$ cat src/rtl/cvt_pkg.sv
// constants, state and fault encodings for the constant velocity task block
// Functional notes
// - task starts only on start rising edge
// - zero set velocity passes the range check
// - direction code: 0 sign, 1 positive, 2 negative
// - maintain mode keeps present axis speed
// - maintain mode: reached once speed held
// - normal mode: reached at set velocity, hold
// - busy true while task executes
// - takeover by another task flags aborted
// - execution failure sets error and fault words
// - listed task kinds may abort this task
// - own start aborts any active listed task
// - abort before target still flags aborted
// - zero velocity decelerates axis like halt
// - zero stop: reached high one cycle minimum
// - busy falls together with velocity reached
// - start held high latches reached and busy
// - accepted start sets speed mode flag
// - zero task standstill sets steady speed flag
// - any new task updates both axis flags
package cvt_pkg;
    localparam int CVT_VEL_W = 16;
    localparam int CVT_WORD_W = 16;
    localparam logic [15:0] CVT_DIR_SIGN = 16'h0000;
    localparam logic [15:0] CVT_DIR_POS = 16'h0001;
    localparam logic [15:0] CVT_DIR_NEG = 16'h0002;
    localparam logic [15:0] CVT_FAULT_NONE = 16'h0000;
    localparam logic [15:0] CVT_FAULT_VEL_RANGE = 16'h8001;
    localparam logic [15:0] CVT_FAULT_DIR_CODE = 16'h8002;
    localparam logic [15:0] CVT_FAULT_AXIS_OFF = 16'h8003;
    localparam logic [15:0] CVT_FAULT_AXIS_LOST = 16'h8004;
    typedef enum logic [1:0] {CVT_IDLE, CVT_RAMP, CVT_RUN, CVT_STOPPED} cvt_state_t;
endpackage : cvt_pkg

$ cat src/rtl/cvt_ramp.sv
// speed ramp generator: steps the axis speed toward a signed target
module cvt_ramp #(
    parameter int VEL_W = cvt_pkg::CVT_VEL_W
) (
    input wire logic clk,
    input wire logic resetn,
    input wire logic signed [VEL_W-1:0] target,
    input wire logic [VEL_W-1:0] accel_step,
    input wire logic [VEL_W-1:0] decel_step,
    output logic signed [VEL_W-1:0] speed,
    output logic at_target
);
    import cvt_pkg::*;

    typedef struct packed {
        logic signed [VEL_W-1:0] speed;
    } cvt_ramp_st_t;

    cvt_ramp_st_t st_ff;
    cvt_ramp_st_t nxt_st;
    logic signed [VEL_W:0] diff;
    logic [VEL_W:0] abs_diff;
    logic [VEL_W:0] step;
    logic [VEL_W:0] chosen;
    logic signed [VEL_W:0] sum;
    logic speeding_up;

    always_comb
    begin
        nxt_st = st_ff;
        diff = {target[VEL_W-1], target} - {st_ff.speed[VEL_W-1], st_ff.speed};
        abs_diff = diff[VEL_W] ? (~diff + 1'b1) : diff;
        // moving away from zero uses acceleration, toward zero uses deceleration
        speeding_up = (st_ff.speed == '0) || (diff[VEL_W] == st_ff.speed[VEL_W-1]);
        step = speeding_up ? {1'b0, accel_step} : {1'b0, decel_step};
        chosen = (abs_diff < step) ? abs_diff : step;
        sum = diff[VEL_W] ? ({st_ff.speed[VEL_W-1], st_ff.speed} - $signed(chosen))
                          : ({st_ff.speed[VEL_W-1], st_ff.speed} + $signed(chosen));
        nxt_st.speed = sum[VEL_W-1:0];
    end

    always_ff @(posedge clk)
    begin
        if (!resetn)
            st_ff <= '0;
        else
            st_ff <= nxt_st;
    end

    assign speed = st_ff.speed;
    assign at_target = (st_ff.speed == target);
endmodule : cvt_ramp

$ cat src/rtl/cvt_task.sv
// constant velocity task controller with abort, fault and axis flag handling
module cvt_task #(
    parameter int VEL_W = cvt_pkg::CVT_VEL_W
) (
    input wire logic clk,
    input wire logic resetn,
    input wire logic execute,
    input wire logic signed [VEL_W-1:0] velocity,
    input wire logic [cvt_pkg::CVT_WORD_W-1:0] direction,
    input wire logic maintain_current,
    input wire logic axis_enabled,
    input wire logic [VEL_W-1:0] start_stop_vel,
    input wire logic [VEL_W-1:0] max_vel,
    input wire logic [VEL_W-1:0] accel_step,
    input wire logic [VEL_W-1:0] decel_step,
    input wire logic other_task_start,
    input wire logic other_speed_mode,
    input wire logic other_steady_speed,
    output logic velocity_reached,
    output logic busy,
    output logic task_aborted,
    output logic error,
    output logic [cvt_pkg::CVT_WORD_W-1:0] fault_code,
    output logic [cvt_pkg::CVT_WORD_W-1:0] fault_detail,
    output logic abort_others,
    output logic speed_mode_flag,
    output logic steady_speed_flag,
    output logic signed [VEL_W-1:0] axis_speed
);
    import cvt_pkg::*;

    typedef struct packed {
        cvt_state_t state;
        logic exec_prev;
        logic signed [VEL_W-1:0] target;
        logic reached;
        logic busy;
        logic aborted;
        logic error;
        logic [CVT_WORD_W-1:0] fault_code;
        logic [CVT_WORD_W-1:0] fault_detail;
        logic abort_others;
        logic speed_mode;
        logic steady;
    } cvt_task_st_t;

    cvt_task_st_t st_ff;
    cvt_task_st_t nxt_st;
    logic start_pulse;
    logic [VEL_W:0] vel_mag;
    logic mag_ok;
    logic dir_ok;
    logic accepted;
    logic rejected;
    logic [CVT_WORD_W-1:0] reject_code;
    logic [CVT_WORD_W-1:0] reject_detail;
    logic signed [VEL_W-1:0] new_target;
    logic signed [VEL_W:0] neg_mag;
    logic at_target;

    cvt_ramp #(
        .VEL_W(VEL_W)
    ) u_ramp (
        .clk(clk),
        .resetn(resetn),
        .target(st_ff.target),
        .accel_step(accel_step),
        .decel_step(decel_step),
        .speed(axis_speed),
        .at_target(at_target)
    );

    // start qualification, combinational off the inputs, the stored execute level and the axis speed
    always_comb
    begin
        start_pulse = execute && !st_ff.exec_prev;
        vel_mag = velocity[VEL_W-1] ? (~{1'b1, velocity} + 1'b1) : {1'b0, velocity};
        // range limits are the caller's to respect; out of range is caught anyway
        mag_ok = (vel_mag == '0)
            || ((vel_mag >= {1'b0, start_stop_vel}) && (vel_mag <= {1'b0, max_vel}));
        dir_ok = (direction == CVT_DIR_SIGN) || (direction == CVT_DIR_POS) || (direction == CVT_DIR_NEG);
        reject_code = CVT_FAULT_NONE;
        reject_detail = CVT_FAULT_NONE;
        if (!axis_enabled)
        begin
            reject_code = CVT_FAULT_AXIS_OFF;
        end
        else if (!maintain_current && !dir_ok)
        begin
            reject_code = CVT_FAULT_DIR_CODE;
            reject_detail = direction;
        end
        else if (!maintain_current && !mag_ok)
        begin
            reject_code = CVT_FAULT_VEL_RANGE;
            reject_detail = CVT_WORD_W'(vel_mag);
        end
        rejected = start_pulse && (reject_code != CVT_FAULT_NONE);
        accepted = start_pulse && (reject_code == CVT_FAULT_NONE);
        neg_mag = ~vel_mag + 1'b1;
        case (direction)
            CVT_DIR_POS: new_target = vel_mag[VEL_W-1:0];
            CVT_DIR_NEG: new_target = neg_mag[VEL_W-1:0];
            default: new_target = velocity;
        endcase
        if (maintain_current)
            new_target = axis_speed;
    end

    // own start outranks a simultaneous takeover: the newer request is ours
    always_comb
    begin
        nxt_st = st_ff;
        nxt_st.exec_prev = execute;
        nxt_st.abort_others = 1'b0;
        if (accepted)
        begin
            nxt_st.abort_others = 1'b1;
            nxt_st.target = new_target;
            nxt_st.state = CVT_RAMP;
            nxt_st.busy = 1'b1;
            nxt_st.reached = 1'b0;
            nxt_st.aborted = 1'b0;
            nxt_st.error = 1'b0;
            nxt_st.fault_code = CVT_FAULT_NONE;
            nxt_st.fault_detail = CVT_FAULT_NONE;
            nxt_st.speed_mode = 1'b1;
            nxt_st.steady = 1'b0;
        end
        else if (rejected)
        begin
            nxt_st.state = CVT_IDLE;
            nxt_st.busy = 1'b0;
            nxt_st.reached = 1'b0;
            nxt_st.aborted = 1'b0;
            nxt_st.error = 1'b1;
            nxt_st.fault_code = reject_code;
            nxt_st.fault_detail = reject_detail;
        end
        else if (other_task_start)
        begin
            // homing mode 3, halt, both moves, another velocity task or jog
            if (st_ff.busy)
            begin
                nxt_st.aborted = 1'b1;
                nxt_st.busy = 1'b0;
                nxt_st.reached = 1'b0;
                nxt_st.state = CVT_IDLE;
            end
            nxt_st.speed_mode = other_speed_mode;
            nxt_st.steady = other_steady_speed;
        end
        else if (st_ff.busy && !axis_enabled)
        begin
            nxt_st.error = 1'b1;
            nxt_st.fault_code = CVT_FAULT_AXIS_LOST;
            nxt_st.fault_detail = CVT_WORD_W'(axis_speed);
            nxt_st.busy = 1'b0;
            nxt_st.reached = 1'b0;
            nxt_st.target = '0;
            nxt_st.state = CVT_IDLE;
        end
        else
        begin
            case (st_ff.state)
                CVT_RAMP:
                begin
                    if (at_target)
                    begin
                        nxt_st.reached = 1'b1;
                        if (st_ff.target == '0)
                        begin
                            nxt_st.steady = 1'b1;
                            nxt_st.state = CVT_STOPPED;
                        end
                        else
                        begin
                            nxt_st.state = CVT_RUN;
                        end
                    end
                end
                CVT_RUN:
                begin
                    nxt_st.reached = at_target;
                end
                CVT_STOPPED:
                begin
                    // held start keeps both outputs latched
                    if (!execute)
                    begin
                        nxt_st.reached = 1'b0;
                        nxt_st.busy = 1'b0;
                        nxt_st.state = CVT_IDLE;
                    end
                end
                default:
                begin
                    nxt_st.state = CVT_IDLE;
                end
            endcase
        end
    end

    always_ff @(posedge clk)
    begin
        if (!resetn)
        begin
            st_ff <= '0;
            st_ff.state <= CVT_IDLE;
        end
        else
        begin
            st_ff <= nxt_st;
        end
    end

    assign velocity_reached = st_ff.reached;
    assign busy = st_ff.busy;
    assign task_aborted = st_ff.aborted;
    assign error = st_ff.error;
    assign fault_code = st_ff.fault_code;
    assign fault_detail = st_ff.fault_detail;
    assign abort_others = st_ff.abort_others;
    assign speed_mode_flag = st_ff.speed_mode;
    assign steady_speed_flag = st_ff.steady;
endmodule : cvt_task

$ cat config.mk
export PLATFORM = sky130hd
export DESIGN_NAME = cvt_task
export DESIGN_NICKNAME = d
export VERILOG_FILES = /design/src/rtl/cvt_pkg.sv /design/src/rtl/cvt_ramp.sv /design/src/rtl/cvt_task.sv
export SDC_FILE = /design/constraint.sdc
export NUM_CORES = 1
export LEC_CHECK = 0
export ABC_AREA = 1
export BUFFER_PORTS_ARGS = -buffer_cell sky130_fd_sc_hd__buf_2
export CAP_MARGIN = 20
export CELL_PAD_IN_SITES_DETAIL_PLACEMENT = 1
export CELL_PAD_IN_SITES_GLOBAL_PLACEMENT = 1
export CORE_MARGIN = 5
export CORE_UTILIZATION = 40
export DETAILED_ROUTE_END_ITERATION = 12
export HOLD_SLACK_MARGIN = 0.03
export PLACE_DENSITY_LB_ADDON = 0.08
export SLEW_MARGIN = 20
export SYNTH_ARGS = -nofsm -noshare
export SYNTH_HDL_FRONTEND = slang
export SYNTH_SLANG_ARGS = --single-unit
export TNS_END_PERCENT = 50
$ cat constraint.sdc
create_clock -name clk -period 18.3 [get_ports clk]
set_clock_uncertainty 0.2 [all_clocks]
set_input_delay 2.745 -clock clk [delete_from_list [all_inputs] [get_ports clk]]
set_output_delay 2.745 -clock clk [all_outputs]
set_load 0.02 [all_outputs]
==> results of run 1 <==
-- placed cells by master (no fill, tap or decap), drive strengths merged, types with 13 or more instances in the layout --
| cell type | Yosys | routed |
|---|---|---|
| buf | 49 | 149 |
| nor3 | 14 | 14 |
| o21ai | 126 | 126 |
| xor2 | 29 | 29 |
| nand3b | 13 | 13 |
| a21oi | 81 | 81 |
| inv | 226 | 229 |
| ha | 80 | 80 |
| nand2 | 372 | 372 |
| nor2 | 110 | 110 |
| nand3 | 89 | 89 |
| nand4 | 16 | 16 |
| dfxtp | 62 | 62 |
-- metal layers --
metal  track usage, %  up-vias  share of wire (%)
met2             42.6      199                 48
met1             30.5     4287                 46
li1                 -     4693                  -
met5                0        -                  0
met4             5.89        0                2.1
met3             3.10       28                4.0
-- worst max-delay path by stage --
stage / slack, ns / depth (start not counted) / endpoint
2_1_floorplan: 11.21 / 34 / u_ramp.speed[15]
3_3_place_gp: 10.09 / 35 / u_ramp.speed[15]
3_5_place_dp: 9.83 / 35 / u_ramp.speed[15]
4_1_cts: 10.00 / 48 / u_ramp.speed[15]
5_1_grt: 9.20 / 46 / u_ramp.speed[15]
6_report: 10.05 / 48 / u_ramp.speed[15]
-- critical path, delay by kind of cell (launching register included) --
family / cells / cell delay [ns]
XOR/XNOR: 1 / 0.15
AO/OA/AOI/OAI: 10 / 1.84
adder cells (fa/ha/maj): 4 / 1.32
AND/OR/NAND/NOR: 30 / 3.89
buffers and inverters: 3 / 0.32
flip-flops: 1 / 0.41
-- stage by stage --
step                std cells  worst slack, ns
global placement         1749            10.09
finish                   1765            10.05
global route             1765             9.20
floorplan                1391            11.21
detailed placement       1749             9.83
CTS                      1765            10.00
-- where the power goes --
group | internal, µW | switching (µW)
sequential | 163 | 37.7
clock | 121 | 70.7
combinational | 589 | 1150
-- cell families after synthesis --
logic type / count (synthesis) / share of synthesized area, %
xor+xnor: 32 / 3.37
fa+ha+maj: 82 / 12.5
buf+inv: 288 / 15.0
simple gates: 642 / 34.9
compound gates: 270 / 18.9
other cells: 1 / 0.0450
mux: 3 / 0.361
flops: 62 / 14.9
-- state kept, by name (all words and copies together), names as in the netlist, 4 cells and up --
name,flops
fault_detail,16
fault_code,4
st_ff,19
u_ramp.speed,16
-- final cells by class --
type | count | area, µm²
clock buffers | 9 | 225
clock inverters | 7 | 104
fillers | 2908 | 11000
inverters | 227 | 852
multi-input cells | 1041 | 5880
flip-flops and latches | 62 | 1240
well taps | 270 | 338
repair buffers | 149 | 753
==> flow_summary.ini, run 1 <==
[clocking]
postCtsHoldBufs = 0
clk_pin_slew_ns = 0.07
root_buffer = clkbuf_16
clockBufferDepth = 2
clock_latency_ns = 0.34
cts_buffers = 9
cts.sinks = 62
cts_resized = 0
cts_tree = built
htreeDepth = 3
postCtsSetupBuffers = 0

[routing]
antenna_left = 0
wire_per_inst_um = 16.7
firstDrtPassIters = 4
wl_um = 29500
initialDrtViolationCount = 380
drc = 0
vias = 9207
route.detailed.vias_per_inst = 5.22

[min_path]
hold_depth = 2
hold_end = fault_code[2]
min-delay-start = fault_code[2]
hold_class = reg -> reg

[sta]
setup_viol = 0
rsz0062_at_grt = no
drv_slew = 0
timing.slew.headroom_pct = 40.4
whs_ns = 0.257
worstMarginPinSlew_ns = 0.886
setup_tns_ns = 0
finalCriticalPeriod_ns = 8.25
max_freq_mhz = 121
finalCritPeriodShare_pct = 45.1
finalHoldViolCount = 0

[critical_path]
r2r_setup_slack_ns = 10.05
r2r_end = u_ramp.speed[15]
cpPeakStageDelay_ns = 0.49
critPathKind = reg -> reg
endpoint_kind = flop
r2r-start = u_ramp.speed[0]
cp-start-kind = flop
crit_start = u_ramp.speed[0]
r2r_cells = 48
crit_fanout = 29
crit_path_top_delay_cell = nor2_4
worstPathArrival_ns = 8.29
cp.required_ns = 18.34

[place]
io_buffers = 146
dp.final_hpwl_um = 24900
gp_congestion = 0.860
post_dp_cell_area_mm2 = 0.00906

[grt]
overflow = 0
grt_util_all_layers_pct = 23.9
grt_pass1_vias = 9235
grt_max_degree = 30
antenna_found_initial = 0
grt_pass1_wl_um = 47100

[status]
status = finished, final reports clean

[finish]
drive_above_1_share_pct = 16.4
num_antenna_cells = 0
layout.nets = 1676
stdcell_area_mm2 = 0.00939
fin_util_pct = 46.1
area_delta_synth_final_pct = 12.7

[synth]
yosysMostFrequentCell = nand2_1
synth.area.top_cells = nand2_1 16%, dfxtp_1 15%, ha_1 12%
synth_edf_count = 0
syn_area_mm2 = 0.00833
synthArstFlopShare_pct = 0
ys_ff_latch = 62
synth_top_cell_area_share_pct = 15.7
avgSynthCellArea_um2 = 6.03
ys_seq_area_share_pct = 14.9
synth_largest_area_cell = nand2_1
synth_commonest_cells = 348 x nand2_1, 208 x inv_1, 109 x o21ai_0, 92 x nor2_1, 82 x nand3_1
synth_flop_cell = dfxtp_1
yosys_warnings = 0
synthCells = 1380
yosysUniqueCellTypes = 62

[floorplan]
core_mm2 = 0.0204
initial_core_util_pct = 40.9
fp.dieW_um = 154
io_pins = 159
die_h_um = 154
rows = 52
dieArea_mm2 = 0.0238

[power_and_ir_drop]
ir_drop_mv = 0.159
power_density_mw_per_mm2 = 227
power.total_uw = 2130
p_leak_uw = 0.00510

[run]
maxCapViolations = 0
No activity file was read; power rests on OpenSTA's default activity.
==> run 2, diff against run 1 <==
Settings changed: ABC_AREA 1 to 0.
Clock period 18.3 ns to 7.9 ns, I/O delays scaled along.
==> run 2 against run 1 <==
Net effect:
- cell count shrank 9.2%
- sequential power grew 100%
- count of clock-buffer cells in the layout is the same
- setup slack lost 9.7 ns
- global-route usage grew 2.0 points
- total power grew to 2.8 times the previous value
- non-clock buffer count grew 80
- highest routed layer unchanged
- synthesized area grew 1.3%
- sequential share of layout area shrank 1.1 points
- wire length grew 11%
- register-to-register slack lost 9.7 ns
- hold slack lost 0.00058 ns
==> flow_summary.ini, run 2 <==
[status]
status = finished, final reports clean

[grt]
grt_util_all_layers_pct = 25.9
grt_max_degree = 34
antenna_found_initial = 1
grt_pass1_vias = 9292
grt_pass1_wl_um = 50400
overflow = 0

[clocking]
cts_tree = built
htreeDepth = 3
clockBufferDepth = 2
clk_pin_slew_ns = 0.06
root_buffer = clkbuf_16
cts_buffers = 9
postCtsHoldBufs = 0
cts.sinks = 62
clock_latency_ns = 0.35

[finish]
fin_util_pct = 48.9
final_cell_mix = 146 x buf_2, 105 x nand2_1, 88 x inv_1
drive_above_1_share_pct = 22.9
layout.nets = 1509
final_common_cell = buf_2
area_delta_synth_final_pct = 21.2
largest_reg_flops = 19
num_antenna_cells = 0
largest_register = st_ff

[floorplan]
initial_core_util_pct = 40.4
core_mm2 = 0.0209
dieArea_mm2 = 0.0241
fp.dieW_um = 155
die_h_um = 155
rows = 53
io_pins = 159

[synth]
yosys_warnings = 0
synthCells = 1157
synth.area.top_cells = dfxtp_1 15%, ha_1 12%, nand2_1 4.8%
avgSynthCellArea_um2 = 7.29
synth_edf_count = 0
syn_area_mm2 = 0.00843
ys_ff_latch = 62
synth_largest_area_cell = dfxtp_1
yosysMostFrequentCell = nand2_1
yosysUniqueCellTypes = 90
synth_top_cell_area_share_pct = 14.7
synth_commonest_cells = 107 x nand2_1, 88 x inv_1, 86 x nor2_1, 80 x ha_1, 76 x a21oi_1
synthArstFlopShare_pct = 0
ys_seq_area_share_pct = 14.7
synth_flop_cell = dfxtp_1

[power_and_ir_drop]
power.total_uw = 5870
power_density_mw_per_mm2 = 574
p_leak_uw = 0.00491
ir_drop_mv = 0.708

[min_path]
hold_end = fault_code[15]
hold_depth = 1
hold_class = reg -> reg
min-delay-start = fault_code[15]

[place]
dp.final_hpwl_um = 26200
gp_congestion = 0.889
io_buffers = 146

[sta]
timing.slew.headroom_pct = 32.9
drv_slew = 0
whs_ns = 0.257
finalCritPeriodShare_pct = 96.1
worstMarginPinSlew_ns = 1.01
max_freq_mhz = 132
setup_viol = 0
finalCriticalPeriod_ns = 7.59
finalHoldViolCount = 0

[critical_path]
r2r_setup_slack_ns = 0.31
worstPathArrival_ns = 7.67
r2r_cells = 34
cp-start-kind = flop
r2r-start = st_ff[39]
cp_top_family = compound AO/OA/AOI/OAI gates
endpoint_kind = flop
cp.required_ns = 7.98
crit_path_top_delay_cell = a2111o_1
r2r_end = u_ramp.speed[15]
critPathKind = reg -> reg
path_common_cell = buf_4
crit_fanout = 8
cpPeakStageDelay_ns = 0.53
path_buf_inv = 5

[run]
maxCapViolations = 0

[routing]
firstDrtPassIters = 5
route.detailed.vias_per_inst = 5.81
vias = 9309
drc = 0
wire_per_inst_um = 20.4
wl_um = 32700
initialDrtViolationCount = 549
antenna_left = 0
==> run 2: cell count changes in the layout (fill, tap and decap cells not counted), sizes merged, moves of 24 or more <==
cell / change
nand2: -265
inv: -137
xnor2: +30
nor3: +24
mux2i: +26
buf: +80
nand3: -49
o21ai: -70
==> run 2: layout make-up <==
| type | count | area (µm²) |
|---|---|---|
| fill | 2724 | 10700 |
| multi-input combinational | 932 | 6600 |
| timing repair buffer | 229 | 1370 |
| sequential | 62 | 1240 |
| tap | 275 | 344 |
| inverter | 89 | 334 |
| clock buffer | 9 | 225 |
| clock inverter | 7 | 105 |
==> run 2: what timing repair did <==
action,4_1_cts,5_1_grt
pin swaps,1,12
setup endpoints to repair,3,6
gates resized for setup,3,47
setup buffers,1,4
==> run 2: metal layers <==
layer  wire, µm  track usage (%)  vias up  part of all wire [%]
met3       1780             2.84       29                   5.5
met2      15200             42.5      275                    46
met1      15400             37.1     4494                    47
li1           -                -     4511                     -
met5          0                0        -                     0
met4        333             5.09        0                   1.0
==> run 2: power breakdown <==
group	total (µW)	switching [µW]	internal, µW
combinational	5000	2870	2140
sequential	411	29.9	381
clock	453	172	281
==> run 2: stage by stage <==
step           std cells  setup TNS (ns)  instance area, µm²  setup slack [ns]
4_1_cts             1599               0               10000            0.0250
2_1_floorplan       1168               0                8480            0.0438
6_report            1603               0               10200             0.309
3_5_place_dp        1582          -0.127                9650            -0.127
3_3_place_gp        1582               0                9650             0.100
5_1_grt             1603         -0.0511               10200           -0.0511
==> run 2: worst max-delay path by stage <==
stage	depth (start not counted)	slack, ns	from	endpoint
finish	34	0.31	st_ff[39]	u_ramp.speed[15]
CTS	38	0.03	st_ff[39]	u_ramp.speed[15]
floorplan	37	0.04	u_ramp.speed[15]	u_ramp.speed[15]
detailed placement	33	-0.13	st_ff[39]	u_ramp.speed[15]
global route	38	-0.05	u_ramp.speed[10]	u_ramp.speed[15]
global placement	37	0.1	st_ff[39]	u_ramp.speed[15]
==> run 2: logic make-up (layout without fill, tap and decap cells) <==
family          after synthesis  in the layout  share of synthesized area [%]
simple gates                411            411                           24.6
compound gates              333            333                           28.1
buf+inv                     174            334                           9.85
fa+ha+maj                    82             82                           12.3
xor+xnor                     62             62                           6.44
flops                        62             62                           14.7
mux                          32             32                           3.84
other cells                   1             12                         0.0445
